File: src/hdl/agc_pkg.sv
// Shared constants, register map and state codes of the gain step control.
package agc_pkg;
	// Clock and time base.
	localparam int unsigned CLK_PERIOD_NS = 10;
	localparam int unsigned TICK_NS       = 100000;
	localparam int unsigned TICK_CYCLES   = TICK_NS / CLK_PERIOD_NS;
	localparam int unsigned RETRY_US      = 110;
	localparam int unsigned RETRY_CYCLES  = RETRY_US * 1000 / CLK_PERIOD_NS;
	localparam int unsigned PROBE_NS      = 1000;
	localparam int unsigned PROBE_CYCLES  = PROBE_NS / CLK_PERIOD_NS;

	// Widths.
	localparam int unsigned AW  = 8;
	localparam int unsigned DW  = 16;
	localparam int unsigned EW  = 8;
	localparam int unsigned GW  = 7;
	localparam int unsigned TW  = 16;

	// Register offsets.
	localparam logic [7:0] OFS_CTRL1    = 8'h01;
	localparam logic [7:0] OFS_ATTACK   = 8'h02;
	localparam logic [7:0] OFS_RELEASE  = 8'h03;
	localparam logic [7:0] OFS_HOLD     = 8'h04;
	localparam logic [7:0] OFS_GATE     = 8'h05;
	localparam logic [7:0] OFS_LIMIT    = 8'h06;
	localparam logic [7:0] OFS_TARGET   = 8'h07;
	localparam logic [7:0] OFS_MAXGAIN  = 8'h08;
	localparam logic [7:0] OFS_GAIN     = 8'h09;
	localparam logic [7:0] OFS_IRQ_STAT = 8'h0A;
	localparam logic [7:0] OFS_IRQ_MASK = 8'h0B;

	// Field positions.
	localparam int unsigned CTRL1_HOLD_EN = 0;
	localparam int unsigned CTRL1_FAULT   = 3;
	localparam int unsigned IRQ_SHORT     = 0;
	localparam int unsigned IRQ_DOWN      = 1;
	localparam int unsigned IRQ_UP        = 2;
	localparam int unsigned IRQ_W         = 3;

	// Reset values; gain is counted in half-decibel steps.
	localparam logic        HOLD_EN_RST  = 1'h1;
	localparam logic [15:0] ATTACK_RST   = 16'h0001;
	localparam logic [15:0] RELEASE_RST  = 16'h0064;
	localparam logic [15:0] HOLD_RST     = 16'h0190;
	localparam logic [7:0]  GATE_RST     = 8'h04;
	localparam logic [7:0]  LIMIT_RST    = 8'hC0;
	localparam logic [7:0]  TARGET_RST   = 8'h60;
	localparam logic [6:0]  MAXGAIN_RST  = 7'h3C;
	localparam logic [6:0]  GAIN_RST     = 7'h0C;
	localparam logic [6:0]  GAIN_STEP    = 7'h01;

	// Short-circuit recovery states, one-hot.
	typedef enum logic [2:0] {
		SC_RUN   = 3'b001,
		SC_OFF   = 3'b010,
		SC_PROBE = 3'b100
	} sc_state_e;
endpackage : agc_pkg

File: src/hdl/step_timer_if.sv
// Link between the gain stepper and its interval timer.
interface step_timer_if;
	logic                  restart;
	logic                  after_dec;
	logic                  hold_en;
	logic [agc_pkg::TW-1:0] attack_ivl;
	logic [agc_pkg::TW-1:0] release_ivl;
	logic [agc_pkg::TW-1:0] hold_ivl;
	logic                  dec_ok;
	logic                  inc_ok;

	modport ctrl (
		output restart, after_dec, hold_en, attack_ivl, release_ivl, hold_ivl,
		input  dec_ok, inc_ok
	);
	modport timer (
		input  restart, after_dec, hold_en, attack_ivl, release_ivl, hold_ivl,
		output dec_ok, inc_ok
	);
endinterface : step_timer_if

File: src/hdl/step_timer.sv
// Interval timer that paces gain decreases and increases.
module step_timer #(
	parameter int unsigned TICK_CYCLES = agc_pkg::TICK_CYCLES
) (
	input wire logic  clk_i,   // System clock.
	input wire logic  reset_i, // Synchronous reset, active high.
	step_timer_if.timer tif    // Pacing link to the stepper.
);
	localparam int unsigned PW = $clog2(TICK_CYCLES);
	localparam logic [PW-1:0] PRE_LAST = PW'(TICK_CYCLES - 1);

	logic [PW-1:0]          pre_reg;
	logic [agc_pkg::TW-1:0] ticks_reg;
	logic                   tick;
	logic                   use_hold;
	logic [agc_pkg::TW-1:0] inc_ivl;

	// The prescaler restarts too, so no interval is cut short by a part tick.
	always_ff @(posedge clk_i) begin
		if (reset_i || tif.restart) begin
			pre_reg <= '0;
		end else if (pre_reg == PRE_LAST) begin
			pre_reg <= '0;
		end else begin
			pre_reg <= pre_reg + PW'(1);
		end
	end

	assign tick = (pre_reg == PRE_LAST);

	// Ticks since the last gain change; saturates rather than wrapping.
	always_ff @(posedge clk_i) begin
		if (reset_i || tif.restart) begin
			ticks_reg <= '0;
		end else if (tick && (ticks_reg != '1)) begin
			ticks_reg <= ticks_reg + agc_pkg::TW'(1);
		end
	end

	// Hold replaces release only once after a decrease, if enabled and longer.
	assign use_hold = tif.hold_en && tif.after_dec
		&& (tif.hold_ivl > tif.release_ivl);
	assign inc_ivl = use_hold ? tif.hold_ivl : tif.release_ivl;
	assign tif.dec_ok = (ticks_reg >= tif.attack_ivl);
	assign tif.inc_ok = (ticks_reg >= inc_ivl);
endmodule : step_timer

File: src/hdl/agc_gain_step.sv
// Gain step control with noise gate, ceiling, pacing and short recovery.
// What this block does
// Gain is frozen while the envelope is at or below the noise gate.
// Gain never steps above the programmed maximum gain.
// Decreases are spaced by at least the attack interval.
// Increases are spaced by at least the release interval.
// Every gain change restarts all interval timing from zero.
// First increase after a decrease waits for the hold interval.
// Further increases after that are paced by the release interval.
// With hold disabled, release paces every increase.
// Hold applies only when enabled and longer than release.
// Software keeps attack at least a hundred times shorter than others.
// Software keeps hold no shorter than release.
// A short turns the output off and retries every 110 microseconds.
// Retries go on until the short is gone, then normal running resumes.
// Fault flag, bit three of control one, stays until software clears it.
// Each gain change is exactly one half-decibel step.
// Decrease above limiter level, increase below target, each once timed.
module agc_gain_step #(
	parameter int unsigned TICK_CYCLES  = agc_pkg::TICK_CYCLES,
	parameter int unsigned RETRY_CYCLES = agc_pkg::RETRY_CYCLES
) (
	input  wire logic                 CLK_I,    // System clock, 100 MHz.
	input  wire logic                 RESET_I,  // Synchronous reset.
	input  wire logic [agc_pkg::AW-1:0] ADDR_I, // Register address.
	input  wire logic [agc_pkg::DW-1:0] WDATA_I, // Register write data.
	input  wire logic                 WR_I,     // Write strobe.
	input  wire logic                 RD_I,     // Read strobe.
	output logic      [agc_pkg::DW-1:0] RDATA_O, // Read data, next cycle.
	input  wire logic [agc_pkg::EW-1:0] ENV_I,  // Detected envelope.
	input  wire logic                 SHORT_I,  // Short detect pin.
	output logic      [agc_pkg::GW-1:0] GAIN_O, // Applied gain, half-dB.
	output logic                      OUT_EN_O, // Output stage enable.
	output logic                      FAULT_O,  // Sticky short fault.
	output logic                      IRQ_O     // Interrupt, level.
);
	// One counter times both the retry and the probe, so it must fit both.
	localparam int unsigned CMAX = (RETRY_CYCLES > agc_pkg::PROBE_CYCLES)
		? RETRY_CYCLES : agc_pkg::PROBE_CYCLES;
	localparam int unsigned CW = $clog2(CMAX + 1);
	localparam logic [CW-1:0] RETRY_LAST = CW'(RETRY_CYCLES - 1);
	localparam logic [CW-1:0] PROBE_LAST = CW'(agc_pkg::PROBE_CYCLES - 1);

	step_timer_if tif ();

	logic                   hold_en_reg;
	logic [agc_pkg::TW-1:0] attack_reg;
	logic [agc_pkg::TW-1:0] release_reg;
	logic [agc_pkg::TW-1:0] hold_reg;
	logic [agc_pkg::EW-1:0] gate_reg;
	logic [agc_pkg::EW-1:0] limit_reg;
	logic [agc_pkg::EW-1:0] target_reg;
	logic [agc_pkg::GW-1:0] max_reg;
	logic [agc_pkg::GW-1:0] gain_reg;
	logic                   after_dec_reg;
	logic                   fault_reg;
	logic [agc_pkg::IRQ_W-1:0] stat_reg;
	logic [agc_pkg::IRQ_W-1:0] mask_reg;
	logic [agc_pkg::IRQ_W-1:0] stat_next;
	logic                   irq_reg;
	logic [agc_pkg::DW-1:0] rdata_reg;
	logic [agc_pkg::DW-1:0] rdata_next;
	logic                   short_meta_reg;
	logic                   short_reg;
	agc_pkg::sc_state_e     sc_reg;
	logic [CW-1:0]          sc_cnt_reg;
	logic                   out_en_reg;
	logic                   gated;
	logic                   want_dec;
	logic                   dec_fire;
	logic                   inc_fire;
	logic                   short_event;
	logic                   wr_ctrl1;
	logic                   wr_stat;

	// Timer link.
	assign tif.restart     = dec_fire || inc_fire;
	assign tif.after_dec   = after_dec_reg;
	assign tif.hold_en     = hold_en_reg;
	assign tif.attack_ivl  = attack_reg;
	assign tif.release_ivl = release_reg;
	assign tif.hold_ivl    = hold_reg;

	step_timer #(
		.TICK_CYCLES (TICK_CYCLES)
	) u_timer (
		.clk_i   (CLK_I),
		.reset_i (RESET_I),
		.tif     (tif)
	);

	// Step decisions. A gain above a lowered ceiling is walked back down.
	assign gated    = (ENV_I <= gate_reg);
	assign want_dec = (ENV_I > limit_reg) || (gain_reg > max_reg);
	assign dec_fire = !gated && want_dec && tif.dec_ok
		&& (gain_reg != '0);
	assign inc_fire = !gated && !want_dec && (ENV_I < target_reg)
		&& tif.inc_ok && (gain_reg < max_reg);

	// Gain moves by exactly one step per change.
	always_ff @(posedge CLK_I) begin
		if (RESET_I) begin
			gain_reg <= agc_pkg::GAIN_RST;
		end else if (dec_fire) begin
			gain_reg <= gain_reg - agc_pkg::GAIN_STEP;
		end else if (inc_fire) begin
			gain_reg <= gain_reg + agc_pkg::GAIN_STEP;
		end
	end

	// Remembers that the last change was a decrease, selecting hold once.
	always_ff @(posedge CLK_I) begin
		if (RESET_I) begin
			after_dec_reg <= 1'h0;
		end else if (dec_fire) begin
			after_dec_reg <= 1'h1;
		end else if (inc_fire) begin
			after_dec_reg <= 1'h0;
		end
	end

	// Short detect pin is resynchronised before use.
	always_ff @(posedge CLK_I) begin
		if (RESET_I) begin
			short_meta_reg <= 1'h0;
			short_reg      <= 1'h0;
		end else begin
			short_meta_reg <= SHORT_I;
			short_reg      <= short_meta_reg;
		end
	end

	assign short_event = short_reg && (sc_reg == agc_pkg::SC_RUN);

	// Recovery: stage off for the retry period, then a brief probe.
	always_ff @(posedge CLK_I) begin
		if (RESET_I) begin
			sc_reg     <= agc_pkg::SC_RUN;
			sc_cnt_reg <= '0;
			out_en_reg <= 1'h1;
		end else begin
			case (sc_reg)
				agc_pkg::SC_RUN: begin
					if (short_reg) begin
						sc_reg     <= agc_pkg::SC_OFF;
						sc_cnt_reg <= '0;
						out_en_reg <= 1'h0;
					end
				end
				agc_pkg::SC_OFF: begin
					if (sc_cnt_reg == RETRY_LAST) begin
						sc_reg     <= agc_pkg::SC_PROBE;
						sc_cnt_reg <= '0;
						out_en_reg <= 1'h1;
					end else begin
						sc_cnt_reg <= sc_cnt_reg + CW'(1);
					end
				end
				agc_pkg::SC_PROBE: begin
					if (short_reg) begin
						sc_reg     <= agc_pkg::SC_OFF;
						sc_cnt_reg <= '0;
						out_en_reg <= 1'h0;
					end else if (sc_cnt_reg == PROBE_LAST) begin
						sc_reg     <= agc_pkg::SC_RUN;
						sc_cnt_reg <= '0;
					end else begin
						sc_cnt_reg <= sc_cnt_reg + CW'(1);
					end
				end
				default: begin
					sc_reg     <= agc_pkg::SC_RUN;
					sc_cnt_reg <= '0;
					out_en_reg <= 1'h1;
				end
			endcase
		end
	end

	assign wr_ctrl1 = WR_I && (ADDR_I == agc_pkg::OFS_CTRL1);
	assign wr_stat  = WR_I && (ADDR_I == agc_pkg::OFS_IRQ_STAT);

	// Fault is sticky; a new short in the clearing cycle keeps it set.
	always_ff @(posedge CLK_I) begin
		if (RESET_I) begin
			fault_reg <= 1'h0;
		end else begin
			fault_reg <= short_event || (fault_reg
				&& !(wr_ctrl1 && WDATA_I[agc_pkg::CTRL1_FAULT]));
		end
	end

	// Interrupt status, write one to clear, set wins.
	always_comb begin
		stat_next = stat_reg;
		if (wr_stat) begin
			stat_next = stat_reg & ~WDATA_I[agc_pkg::IRQ_W-1:0];
		end
		stat_next[agc_pkg::IRQ_SHORT] = stat_next[agc_pkg::IRQ_SHORT]
			| short_event;
		stat_next[agc_pkg::IRQ_DOWN] = stat_next[agc_pkg::IRQ_DOWN] | dec_fire;
		stat_next[agc_pkg::IRQ_UP] = stat_next[agc_pkg::IRQ_UP] | inc_fire;
	end

	always_ff @(posedge CLK_I) begin
		if (RESET_I) begin
			stat_reg <= '0;
			irq_reg  <= 1'h0;
		end else begin
			stat_reg <= stat_next;
			irq_reg  <= |(stat_next & mask_reg);
		end
	end

	// Configuration writes.
	always_ff @(posedge CLK_I) begin
		if (RESET_I) begin
			hold_en_reg <= agc_pkg::HOLD_EN_RST;
			attack_reg  <= agc_pkg::ATTACK_RST;
			release_reg <= agc_pkg::RELEASE_RST;
			hold_reg    <= agc_pkg::HOLD_RST;
			gate_reg    <= agc_pkg::GATE_RST;
			limit_reg   <= agc_pkg::LIMIT_RST;
			target_reg  <= agc_pkg::TARGET_RST;
			max_reg     <= agc_pkg::MAXGAIN_RST;
			mask_reg    <= '0;
		end else if (WR_I) begin
			case (ADDR_I)
				agc_pkg::OFS_CTRL1:
					hold_en_reg <= WDATA_I[agc_pkg::CTRL1_HOLD_EN];
				agc_pkg::OFS_ATTACK:   attack_reg  <= WDATA_I;
				agc_pkg::OFS_RELEASE:  release_reg <= WDATA_I;
				agc_pkg::OFS_HOLD:     hold_reg    <= WDATA_I;
				agc_pkg::OFS_GATE:     gate_reg    <= WDATA_I[agc_pkg::EW-1:0];
				agc_pkg::OFS_LIMIT:    limit_reg   <= WDATA_I[agc_pkg::EW-1:0];
				agc_pkg::OFS_TARGET:   target_reg  <= WDATA_I[agc_pkg::EW-1:0];
				agc_pkg::OFS_MAXGAIN:  max_reg     <= WDATA_I[agc_pkg::GW-1:0];
				agc_pkg::OFS_IRQ_MASK:
					mask_reg <= WDATA_I[agc_pkg::IRQ_W-1:0];
				default: begin
				end
			endcase
		end
	end

	// Read mux; unmapped addresses and idle cycles read zero.
	always_comb begin
		rdata_next = '0;
		if (RD_I) begin
			case (ADDR_I)
				agc_pkg::OFS_CTRL1: begin
					rdata_next[agc_pkg::CTRL1_HOLD_EN] = hold_en_reg;
					rdata_next[agc_pkg::CTRL1_FAULT]   = fault_reg;
				end
				agc_pkg::OFS_ATTACK:   rdata_next = attack_reg;
				agc_pkg::OFS_RELEASE:  rdata_next = release_reg;
				agc_pkg::OFS_HOLD:     rdata_next = hold_reg;
				agc_pkg::OFS_GATE:     rdata_next[agc_pkg::EW-1:0] = gate_reg;
				agc_pkg::OFS_LIMIT:    rdata_next[agc_pkg::EW-1:0] = limit_reg;
				agc_pkg::OFS_TARGET:   rdata_next[agc_pkg::EW-1:0] = target_reg;
				agc_pkg::OFS_MAXGAIN:  rdata_next[agc_pkg::GW-1:0] = max_reg;
				agc_pkg::OFS_GAIN:     rdata_next[agc_pkg::GW-1:0] = gain_reg;
				agc_pkg::OFS_IRQ_STAT:
					rdata_next[agc_pkg::IRQ_W-1:0] = stat_reg;
				agc_pkg::OFS_IRQ_MASK:
					rdata_next[agc_pkg::IRQ_W-1:0] = mask_reg;
				default: rdata_next = '0;
			endcase
		end
	end

	always_ff @(posedge CLK_I) begin
		if (RESET_I) begin
			rdata_reg <= '0;
		end else begin
			rdata_reg <= rdata_next;
		end
	end

	// Outputs straight from flops.
	assign RDATA_O  = rdata_reg;
	assign GAIN_O   = gain_reg;
	assign OUT_EN_O = out_en_reg;
	assign FAULT_O  = fault_reg;
	assign IRQ_O    = irq_reg;
endmodule : agc_gain_step

File: config.mk
export PLATFORM = sky130hd
export DESIGN_NAME = agc_gain_step
export DESIGN_NICKNAME = d
export VERILOG_FILES = /design/src/hdl/agc_pkg.sv /design/src/hdl/step_timer_if.sv /design/src/hdl/step_timer.sv /design/src/hdl/agc_gain_step.sv
export SDC_FILE = /design/constraint.sdc
export NUM_CORES = 1
export LEC_CHECK = 0
export ABC_AREA = 0
export ABC_CLOCK_PERIOD_IN_PS = 6200
export BUFFER_PORTS_ARGS = -buffer_cell sky130_fd_sc_hd__buf_4
export CORE_ASPECT_RATIO = 2
export CORE_MARGIN = 2
export CORE_UTILIZATION = 28
export CTS_CLUSTER_SIZE = 10
export DETAILED_ROUTE_END_ITERATION = 10
export SETUP_SLACK_MARGIN = 0.02
export SLEW_MARGIN = 0
export SYNTH_ARGS = -nofsm -noshare
export SYNTH_HDL_FRONTEND = slang
export SYNTH_HIERARCHICAL = 1
export SYNTH_SLANG_ARGS = --single-unit
export TNS_END_PERCENT = 10
File: constraint.sdc
create_clock -name CLK_I -period 6.2 [get_ports CLK_I]
set_clock_uncertainty 0.05 [all_clocks]
set_input_delay 0.62 -clock CLK_I [delete_from_list [all_inputs] [get_ports CLK_I]]
set_output_delay 0.62 -clock CLK_I [all_outputs]
set_load 0.005 [all_outputs]
### Yosys cells after proc, flatten, opt, wreduce, memory -nomap -nowiden

Cells that the tools add are included.

* add/subtract/negate cells: 5
* magnitude comparators: 8
* eq/ne operators: 22
* mux-type cells: 25
* bitwise gates (word level): 7
* reduce and logical (&&, ||, !) cells: 39

Operators by type and width (number)
* $mux 14: 4
* $pmux 14 s3: 1
* $eq 8x3->1 const B: 4
* $eq 8x4->1 const B: 4
* $ge 16x16->1: 2
* $add 14x1->14 const B: 2
* $eq 14x14->1 const B: 2
* $pmux 3 s8: 1
* $pmux 8 s3: 1
* $pmux 2 s10: 1
* $reduce_and 2->1: 10
* $add 16x1->16 const B: 1
* $eq 8x2->1 const B: 2
* $gt 16x16->1: 1
* $mux 16: 1
* $ne 16x16->1 const B: 1
* $logic_and 1x1->1: 15
* $mux 3: 5
* $eq 14x7->1 const B: 1
* $mux 7: 2
* $pmux 1 s11: 1
* $pmux 1 s9: 1
* $pmux 3 s3: 1
* $eq 8x1->1 const B: 1
* 27 further kinds: 41

* register bits: 162
* input port bits: 37
* output and inout bits: 26
* logic and storage cells: 128

### Longest topological paths before layout

Gate-level depths: netlist of run 1.

* word-level depth: 10
* gate-level depth with buffers: 24
* depth with buffers taken out: 21

### Cells and area by module

Netlist of run 1, hierarchy kept.

Modules (own cells, without submodules)
* agc_gain_step: instances 1, cells each 774, area each 6444.9 um^2
* step_timer: instances 1, cells each 324, area each 2673.8 um^2

### Least setup slack after synthesis of run 1

No wires, ideal clock.

* path kind: register to register
* from: register release_reg[15] (netlist bit)
* to: register u_timer.pre_reg[9]
* setup time: 0.064 ns
* data arrival time: 5.050 ns
* data required time: 6.086 ns
* setup slack: 1.036 ns
* cell stages (with the launch flop): 24
* period minus slack after synthesis: 5.164 ns
* path through: dfxtp_1 inv_1 ha_1 nand4_1 nor4_1 a22oi_1 a31oi_2 mux2_2 ha_1 nand2b_1 a21o_1 a211oi_1 o21ai_0 a221o_1 nand3b_1 nor4_1 and3_2 a22oi_2 inv_2 or2_2 clkbuf_1 or2_2 buf_2 nor2_1

* word-level cells in the longest chain between the ends: 9

RTL lines
* start: declaration: line agc_gain_step.sv:48 `logic [agc_pkg::TW-1:0] release_reg;`
* start signal: assignment: line agc_gain_step.sv:220 `release_reg <= agc_pkg::RELEASE_RST;`
* $gt 16x16->1: line step_timer.sv:42 `&& (tif.hold_ivl > tif.release_ivl);`
* $logic_and 1x1->1: line step_timer.sv:42
* $mux 16 *: line step_timer.sv:43 `assign inc_ivl = use_hold ? tif.hold_ivl : tif.release_ivl;`
* $ge 16x16->1 *: line step_timer.sv:45 `assign tif.inc_ok = (ticks_reg >= inc_ivl);`
* named net tif.inc_ok: line step_timer_if.sv:10 `logic inc_ok;`
* $logic_and 1x1->1 * (2 in series): line agc_gain_step.sv:98 `&& tif.inc_ok && (gain_reg < max_reg);`
* $logic_or 1x1->1 *: line agc_gain_step.sv:77 `assign tif.restart = dec_fire || inc_fire;`
* named net tif.restart: line step_timer_if.sv:3 `logic restart;`
* $logic_or 1x1->1 *: line step_timer.sv:20 `if (reset_i || tif.restart) begin`
* $reduce_or 2->1 (no line) *
* end signal: assignment: line step_timer.sv:25 `pre_reg <= pre_reg + PW'(1);`
* end: declaration: line step_timer.sv:12 `logic [PW-1:0] pre_reg;`

The timed path passes the listed nets; every way through them passes the cells marked *.
A chain may end at the register's enable or synchronous reset.

### Worst setup path in the final report of run 1

* from: register release_reg[13] (netlist bit)
* to: register u_timer.pre_reg[8]

Same word-level chain as after synthesis.

==> results of run 1 <==
## synthesized netlist by cell type (4+ instances only)
library cell | instances | area [µm²]
a211o_1 | 10 | 87.6
a211oi_1 | 5 | 37.5
a21o_1 | 11 | 82.6
a21oi_1 | 104 | 521
a221o_1 | 4 | 40.0
a222oi_1 | 10 | 100
a22o_1 | 4 | 35.0
a22oi_1 | 13 | 97.6
and2_1 | 6 | 37.5
and3_1 | 12 | 75.1
buf_2 | 14 | 70.1
clkbuf_1 | 25 | 93.8
dfxtp_1 | 162 | 3240
ha_1 | 86 | 1080
inv_1 | 75 | 282
mux2i_1 | 37 | 370
mux4_2 | 5 | 113
nand2_1 | 181 | 679
nand2b_1 | 9 | 56.3
nand3_1 | 20 | 100
nand3b_1 | 13 | 97.6
nand4_1 | 22 | 138
nor2_1 | 92 | 345
nor2b_1 | 11 | 68.8
nor3_1 | 12 | 60.1
nor4_1 | 7 | 43.8
o211ai_1 | 4 | 30.0
o21ai_0 | 34 | 170
o31ai_1 | 5 | 37.5
or2_2 | 5 | 31.3
or3_1 | 7 | 43.8
xnor2_1 | 14 | 123
xor2_1 | 20 | 175
## cell type report
type	instances	share of cell area [%]
Clock buffer	19	4.19
Clock inverter	13	1.42
Timing Repair Buffer	68	4.83
Sequential cell	162	30.7
Inverter	76	2.70
Multi-Input combinational cell	815	51.1
Tap cell	427	5.06
## cells by family after synthesis
group                      Yosys count  synth area share [%]
DFF                                162                  35.6
adders and majority gates           87                  12.0
buffers and inverters              121                  5.30
xor gates and xnor gates            34                  3.27
and+or+nand+nor                    417                  21.8
muxes                               45                  5.67
AOI/OAI and AO/OA                  232                  16.4
## final timing paths
path / endpoint / cells after the start / slack, ns
worst max-delay path: u_timer/pre_reg[8] / 22 / 0.52
worst min-delay path: hold_reg[8] / 3 / 0.36
worst max register to register: u_timer/pre_reg[8] / 22 / 0.52
worst min register to register: short_reg / 1 / 0.39
## through the flow
step | power [mW] | hold WS (ns) | instances | worst slack, ns | area [µm²]
global placement | 1.18 | 0.371 | 1548 | 0.720 | 9970
floorplan | 1.13 | 0.364 | 1098 | 1.04 | 9120
CTS | 2.27 | 0.342 | 1580 | 0.542 | 10600
finish | 2.25 | 0.362 | 1580 | 0.518 | 10600
detailed placement | 1.18 | 0.379 | 1548 | 0.576 | 9970
global route | 2.32 | 0.372 | 1580 | 0.0596 | 10600
## metal layers
metal  GRT usage (%)  vias up  share of wire, %
li1                -     3945                 -
met3            2.97      119               4.1
met4            17.5        0               9.8
met1            14.7     3885                33
met5               0        -                 0
met2            32.4      257                53
## worst max-delay path, cell delays in order (launching register included)
cell and delay (ns):
dfxtp_1 0.38, inv_1 0.07, ha_1 0.29, nand4_1 0.21, nor4_1 0.43, a22oi_1 0.13, a31oi_2 0.51, buf_4 0.33
mux2i_1 0.21, ha_1 0.26, a21oi_1 0.12, o21ai_0 0.11, nor4_1 0.21, o21ai_0 0.15, a221o_1 0.35, nand3b_1 0.11
nor4_1 0.06, and3_2 0.25, a22oi_2 0.18, inv_2 0.11, or2_2 0.47, or2_2 0.47, nor2_1 0.14
## power breakdown
part / switching, mW / leakage (nW) / internal, mW
clock network: 0.475 / 0.279 / 0.609
logic: 0.0731 / 2.48 / 0.0406
registers: 0.00402 / 1.31 / 1.04
==> flow_metrics.py, run 1 <==
metrics = {
    "sta": {
        "setup_violations": 0,
        "tightest_slew_ns": 1.09,
        "slew_viol_final": 0,
        "max_freq_ghz": 0.176,
        "fin_crit_sh_pct": 91.6,
        "slew_headroom_pct": 26.8,
        "final.setup.tns_ns": 0,
        "rsz0062_at_grt": "false",
        "period_needed_ns": 5.68,
        "hold_viol_final": 0,
    },
    "power_and_ir_drop": {
        "peakVddDrop_mv": 0.134,
        "power_density_nw_per_um2": 213,
        "p_leak_nw": 4.06,
    },
    "clocking": {
        "cts_tree": "built",
        "cts_buffers": 17,
        "ctsHoldBuffers": 0,
        "clock-sinks": 162,
        "clock_path_buffers": 2,
        "cts_resized": 0,
        "cts_root_buf": "clkbuf_16",
        "htreeDepth": 4,
        "clkTransAtPathRegs_ns": 0.06,
        "postCtsSetupRepairBufs": 0,
        "insertion_delay_ns": 0.46,
    },
    "yosys": {
        "yosysWarnings": 6,
        "ys_seq_elements": 162,
        "syn-cell-area_um2": 9120,
        "syn-num-nets": 1222,
        "async_flop_share_pct": 0,
        "synth_ff_type": "dfxtp_1",
        "avgSynthCellArea_um2": 8.30,
        "synth_cells": 1098,
        "ys_seq_area_share_pct": 35.6,
        "synth.distinct_cells": 71,
        "synth_edf_count": 0,
    },
    "route": {
        "antenna_left": 0,
        "drcViolationCount": 0,
        "wl_per_cell_um": 18.4,
        "drt-total-wl_um": 29100,
        "initialDrtViolationCount": 558,
        "via_per_inst": 5.19,
        "dr.pass1.iters": 7,
        "vias": 8206,
    },
    "worst_setup_path": {
        "crit_path_start_kind": "register",
        "crit_required_ns": 6.54,
        "crit_fanout": 18,
        "startpoint": "release_reg[13]",
        "worstSetupPathType": "register to register",
        "r2r-start": "release_reg[13]",
        "arrival_ns": 6.02,
        "endpoint_kind": "register",
    },
    "cells_and_area": {
        "n_fill_cell": 3408,
        "syn_to_final_growth_pct": 15.8,
        "num-nets-final": 1264,
        "seqCellArea_um2": 3240,
        "final_cell_mix": "nand2_1, dfxtp_1, a21oi_1",
        "fin_util_pct": 32.9,
        "multiInputGateArea_um2": 5390,
        "drive_gt1_share_pct": 11.4,
        "layout_commonest_cell": "nand2_1",
        "diodes": 0,
    },
    "global_route": {
        "track_usage_pct": 17.2,
        "antenna_found_initial": 0,
        "overflow": 0,
        "grt_pass1_wl_um": 44700,
        "grt_pass1_vias": 8291,
        "grt_max_degree": 73,
    },
    "worst_hold_path": {
        "hp-start": "WDATA_I[8]",
        "min_path_type": "primary input to register",
    },
    "status": {
        "status": "finished clean",
    },
    "placement": {
        "portBuffers": 62,
        "gp_congestion": 0.945,
        "dp_hpwl_um": 22200,
    },
    "die": {
        "die_x_um": 132,
        "rows": 93,
        "die_h_um": 259,
        "die_area_um2": 34100,
        "num_io_pins": 63,
        "start_util_pct": 28.4,
        "core_area_um2": 32100,
    },
    "flow_run": {
        "maxCapViolations": 0,
    },
}
No activity file was read; power rests on OpenSTA's default activity.
==> run 2: changes to the inputs <==
--- a/config.mk
+++ b/config.mk
@@ -8,7 +8,6 @@
 export ABC_AREA = 0
 export ABC_CLOCK_PERIOD_IN_PS = 6200
 export BUFFER_PORTS_ARGS = -buffer_cell sky130_fd_sc_hd__buf_4
-export CORE_ASPECT_RATIO = 2
 export CORE_MARGIN = 2
 export CORE_UTILIZATION = 28
 export CTS_CLUSTER_SIZE = 10
==> run 2 against run 1 <==
  * Register-to-register slack improved by 0.05 ns
  * Critical path depth unchanged
  * First-iteration DRC count increased by 12%
  * Count of clock-buffer cells in the layout decreased by 2
  * Largest power group unchanged
  * Flip-flop and latch count unchanged
  * Sequential power about the same
  * Routed wire length decreased by 11%
==> flow_metrics.py, run 2 (synthesis results as in run 1) <==
metrics = {
    "sta": {
        "max_freq_ghz": 0.177,
        "period_needed_ns": 5.63,
        "setup_violations": 0,
        "fin_crit_sh_pct": 90.9,
        "slew_headroom_pct": 34.1,
        "final.setup.tns_ns": 0,
        "hold_viol_final": 0,
        "slew_viol_final": 0,
        "tightest_slew_ns": 0.979,
        "rsz0062_at_grt": "false",
    },
    "worst_setup_path": {
        "cpPeakStageDelay_ns": 0.47,
        "crit_required_ns": 6.52,
        "crit_fanout": 18,
        "crit_path_start_kind": "register",
        "r2r-end": "u_timer/pre_reg[5]",
        "endpoint_kind": "register",
        "r2r_slack_ns": 0.57,
        "r2r-start": "release_reg[13]",
        "crit_chain": "inv_1 -> ha_1 -> nand4_1 -> nor4_1 -> a22oi_1 -> a31oi_2 -> mux2_2 -> ha_1 -> nand2b_1 -> a21o_1 -> a211oi_1 -> o21ai_0 -> a221o_1 -> nand3b_1 -> nor4_1 -> and3_2 -> a22oi_2 -> buf_4 -> inv_2 -> or2_2 -> or2_2 -> nor2_1",
        "arrival_ns": 5.96,
        "r2r_cells": 22,
        "startpoint": "release_reg[13]",
        "slowest_stage": "or2_2",
        "worstSetupPathType": "register to register",
        "critPathCapture": "u_timer/pre_reg[5]",
    },
    "clocking": {
        "clock_path_buffers": 2,
        "ctsHoldBuffers": 0,
        "cts_root_buf": "clkbuf_16",
        "cts_tree": "built",
        "htreeDepth": 4,
        "clock-sinks": 162,
        "postCtsSetupRepairBufs": 0,
        "cts_buffers": 17,
        "clkTransAtPathRegs_ns": 0.07,
        "cts_resized": 0,
        "insertion_delay_ns": 0.45,
    },
    "global_route": {
        "overflow": 0,
        "track_usage_pct": 15.7,
        "grt_max_degree": 59,
        "grt_pass1_vias": 7625,
        "grt_pass1_wl_um": 42000,
        "antenna_found_initial": 0,
    },
    "cells_and_area": {
        "diodes": 0,
        "layout_commonest_cell": "nand2_1",
        "fin_cells": 1595,
        "fin_util_pct": 32.8,
        "num-nets-final": 1264,
        "final_cell_mix": "nand2_1, dfxtp_1, a21oi_1",
        "design_area_um2": 10600,
        "syn_to_final_growth_pct": 16.3,
        "drive_gt1_share_pct": 11.5,
    },
    "route": {
        "via_per_inst": 5.02,
        "drt-total-wl_um": 25900,
        "wl_per_cell_um": 16.2,
        "dr.pass1.iters": 5,
        "drcViolationCount": 0,
        "antenna_left": 0,
        "initialDrtViolationCount": 624,
        "vias": 8007,
    },
    "power_and_ir_drop": {
        "peakVddDrop_mv": 0.203,
        "p_leak_nw": 4.08,
        "power_density_nw_per_um2": 213,
    },
    "placement": {
        "placed_area_um2": 9980,
        "dp_hpwl_um": 18900,
        "portBuffers": 62,
        "gp_congestion": 0.842,
        "numPlacedInstances": 1563,
    },
    "die": {
        "die_x_um": 184,
        "die_area_um2": 34000,
        "start_util_pct": 28.2,
        "core_area_um2": 32300,
        "rows": 66,
        "die_h_um": 184,
        "num_io_pins": 63,
    },
    "status": {
        "status": "finished clean",
    },
    "worst_hold_path": {
        "min_path_type": "primary input to register",
    },
    "flow_run": {
        "maxCapViolations": 0,
    },
}
-- run 2: cell type report --
cell class	count	area, µm²
inverters	76	285
fillers	3362	21700
repair buffers	68	510
clock inverters	15	191
well taps	442	553
flip-flops and latches	162	3240
clock buffers	17	425
multi-input cells	815	5390
-- run 2: worst min-delay path by stage --
stage | start | end | cells past startpoint
4_1_cts | SHORT_I | short_meta_reg | 2
3_5_place_dp | short_meta_reg | short_reg | 1
5_1_grt | SHORT_I | short_meta_reg | 2
3_3_place_gp | short_meta_reg | short_reg | 1
2_1_floorplan | short_meta_reg | short_reg | 1
6_report | SHORT_I | short_meta_reg | 2
-- run 2: through the flow --
stage	hold slack (ns)	setup WS [ns]	power, mW
CTS	0.325	0.624	2.28
detailed placement	0.376	0.650	1.18
finish	0.338	0.566	2.26
floorplan	0.364	1.04	1.13
global placement	0.377	0.768	1.18
global route	0.332	0.101	2.34
-- run 2: power breakdown --
part           internal (mW)  leakage, nW  switching (mW)
Sequential              1.04         1.31         0.00415
Clock                  0.581        0.297           0.518
Combinational         0.0404         2.48          0.0673
Total                   1.67         4.08           0.589
-- run 2: layer usage --
metal	vias up	global-route usage [%]	part of all wire, %
met3	37	3.10	5.2
met5	-	0	0
li1	3935	-	-
met4	0	4.74	2.2
met2	224	25.4	46
met1	3811	21.1	46
-- run 2: critical path: cells and delay by family (launching register included) --
kind                     cells  cell delay (ns)
AND/OR/NAND/NOR              9             2.22
AO/OA/AOI/OAI                7             1.64
adder cells (fa/ha/maj)      2             0.55
flip-flops                   1             0.38
buffers and inverters        3             0.33
multiplexers                 1             0.39
==> run 3: changes to the inputs <==
--- a/config.mk
+++ b/config.mk
@@ -12,6 +12,7 @@
 export CORE_UTILIZATION = 28
 export CTS_CLUSTER_SIZE = 10
 export DETAILED_ROUTE_END_ITERATION = 10
+export REMOVE_ABC_BUFFERS = 1
 export SETUP_SLACK_MARGIN = 0.02
 export SLEW_MARGIN = 0
 export SYNTH_ARGS = -nofsm -noshare
==> run 3 against run 2 <==
  * Core utilization hardly changed
  * Via count is 2.2% lower
  * Cell count is essentially flat
  * Fmax shrank 1.6%
  * Critical path depth is the same
  * Largest power group unchanged
  * Total power rose by 1.7%
  * Worst setup slack lost 0.093 ns
  * Critical endpoint is now u_timer/pre_reg[8]
  * Non-clock buffer count is 1 lower
  * Sequential power hardly changed
==> flow_metrics.py, run 3 (synthesis results as in run 1) <==
metrics = {
    "status": {
        "status": "finished clean",
    },
    "sta": {
        "slew_viol_final": 0,
        "final.setup.tns_ns": 0,
        "rsz0062_at_grt": "false",
        "worst_hold_slack_ns": 0.346,
        "fin_crit_sh_pct": 92.4,
        "period_needed_ns": 5.73,
        "hold_viol_final": 0,
        "tightest_slew_ns": 0.980,
        "max_freq_ghz": 0.175,
        "slew_headroom_pct": 34.2,
        "setup_violations": 0,
    },
    "cells_and_area": {
        "layout_commonest_cell": "nand2_1",
        "final_cell_mix": "nand2_1, dfxtp_1, a21oi_1",
        "num-nets-final": 1263,
        "syn_to_final_growth_pct": 16.2,
        "design_area_um2": 10600,
        "n_fill_cell": 3398,
        "drive_gt1_share_pct": 11.5,
        "diodes": 0,
    },
    "power_and_ir_drop": {
        "seq_power_share_pct": 45.7,
        "p_leak_nw": 4.08,
        "switching_share_pct": 24.5,
        "p_sw_mw": 0.561,
        "p_total_mw": 2.29,
        "peakVddDrop_mv": 0.166,
        "p_int_mw": 1.73,
        "p_comb_share_pct": 4.7,
        "p_clk_share_pct": 49.6,
        "power_density_nw_per_um2": 216,
    },
    "placement": {
        "gp_congestion": 0.835,
        "portBuffers": 62,
        "dp_hpwl_um": 18600,
        "placed_area_um2": 9980,
    },
    "clocking": {
        "cts_tree": "built",
        "cts_root_buf": "clkbuf_16",
        "clock-sinks": 162,
        "postCtsSetupRepairBufs": 0,
        "htreeDepth": 4,
        "ctsHoldBuffers": 0,
        "clock_path_buffers": 2,
        "insertion_delay_ns": 0.43,
        "clkTransAtPathRegs_ns": 0.07,
        "cts_buffers": 17,
        "cts_resized": 0,
    },
    "global_route": {
        "track_usage_pct": 15.3,
        "grt_pass1_wl_um": 40700,
        "overflow": 0,
        "grt_pass1_vias": 7430,
        "grt_max_degree": 74,
        "antenna_found_initial": 0,
    },
    "flow_run": {
        "maxCapViolations": 0,
    },
    "worst_setup_path": {
        "arrival_ns": 6.05,
        "crit_required_ns": 6.52,
        "crit_path_start_kind": "register",
        "crit_fanout": 18,
        "endpoint_kind": "register",
        "worstSetupPathType": "register to register",
    },
    "route": {
        "dr.pass1.iters": 5,
        "vias": 7827,
        "antenna_left": 0,
        "via_per_inst": 4.91,
        "drt-total-wl_um": 25500,
        "wl_per_cell_um": 16.0,
        "initialDrtViolationCount": 570,
        "drcViolationCount": 0,
    },
    "worst_hold_path": {
        "min_path_type": "primary input to register",
    },
    "die": {
        "core_area_um2": 32300,
        "rows": 66,
        "start_util_pct": 28.2,
        "die_x_um": 184,
        "die_h_um": 184,
        "die_area_um2": 34000,
        "num_io_pins": 63,
    },
}
run 3: cell types whose count changed in the layout (fill, tap and decap cells not counted):
cell,previous run,this run
clkinv_4,3,1
clkinv_2,0,2
clkinv_8,4,1
inv_6,2,6
inv_8,4,1
buf_4,68,67
bufinv_16,1,3
run 3: worst paths after layout:
| kind | slack, ns | cells after the start | end | startpoint |
|---|---|---|---|---|
| min | 0.35 | 2 | short_meta_reg | SHORT_I |
| max reg2reg | 0.47 | 22 | u_timer/pre_reg[8] | release_reg[13] |
| min reg2reg | 0.39 | 1 | short_reg | short_meta_reg |
| max | 0.47 | 22 | u_timer/pre_reg[8] | release_reg[13] |
run 3: critical path, stage by stage (launching register included):
cell      delay (ns)
dfxtp_1         0.37
inv_1           0.06
ha_1            0.30
nand4_1         0.18
nor4_1          0.44
a22oi_1         0.14
a31oi_2         0.23
buf_4           0.19
mux2_2          0.34
ha_1            0.26
nand2b_1        0.14
a21o_1          0.17
a211oi_1        0.23
o21ai_0         0.14
a221o_1         0.40
nand3b_1        0.12
nor4_1          0.05
and3_2          0.24
a22oi_2         0.37
inv_2           0.15
or2_2           0.49
or2_2           0.46
nor2_1          0.13
run 3: metrics by stage:
step	std cells	util, %	setup slack [ns]
after CTS	1594	32.8	0.500
after global placement	1562	30.9	0.718
after floorplan	1053	-	0.726
final	1594	32.8	0.473
after global routing	1594	32.8	0.0439
after detailed placement	1562	30.9	0.536
run 3: final cells by class:
type                       count  area (µm²)  area share (%)
inverter                      76         285            2.69
clock inverter                15         196            1.85
sequential                   162        3240            30.6
timing repair buffer          67         503            4.75
clock buffer                  17         425            4.01
multi-input combinational    815        5390            50.9
tap                          442         553            5.22
run 3: power by group through the flow:
stage               logic, mW  clock network (mW)  registers [mW]
floorplan              0.0421                   0            1.07
global placement        0.106                   0            1.07
detailed placement      0.107                   0            1.07
CTS                     0.108                1.16            1.05
global route            0.118                1.20            1.05
finish                  0.107                1.14            1.05
run 3: routing by layer:
layer	GRT usage (%)	wire length (µm)	vias up
met1	20.5	12100	3703
li1	-	-	3946
met5	0	0	-
met4	4.06	331	0
met2	25.4	12000	160
met3	2.67	1090	18
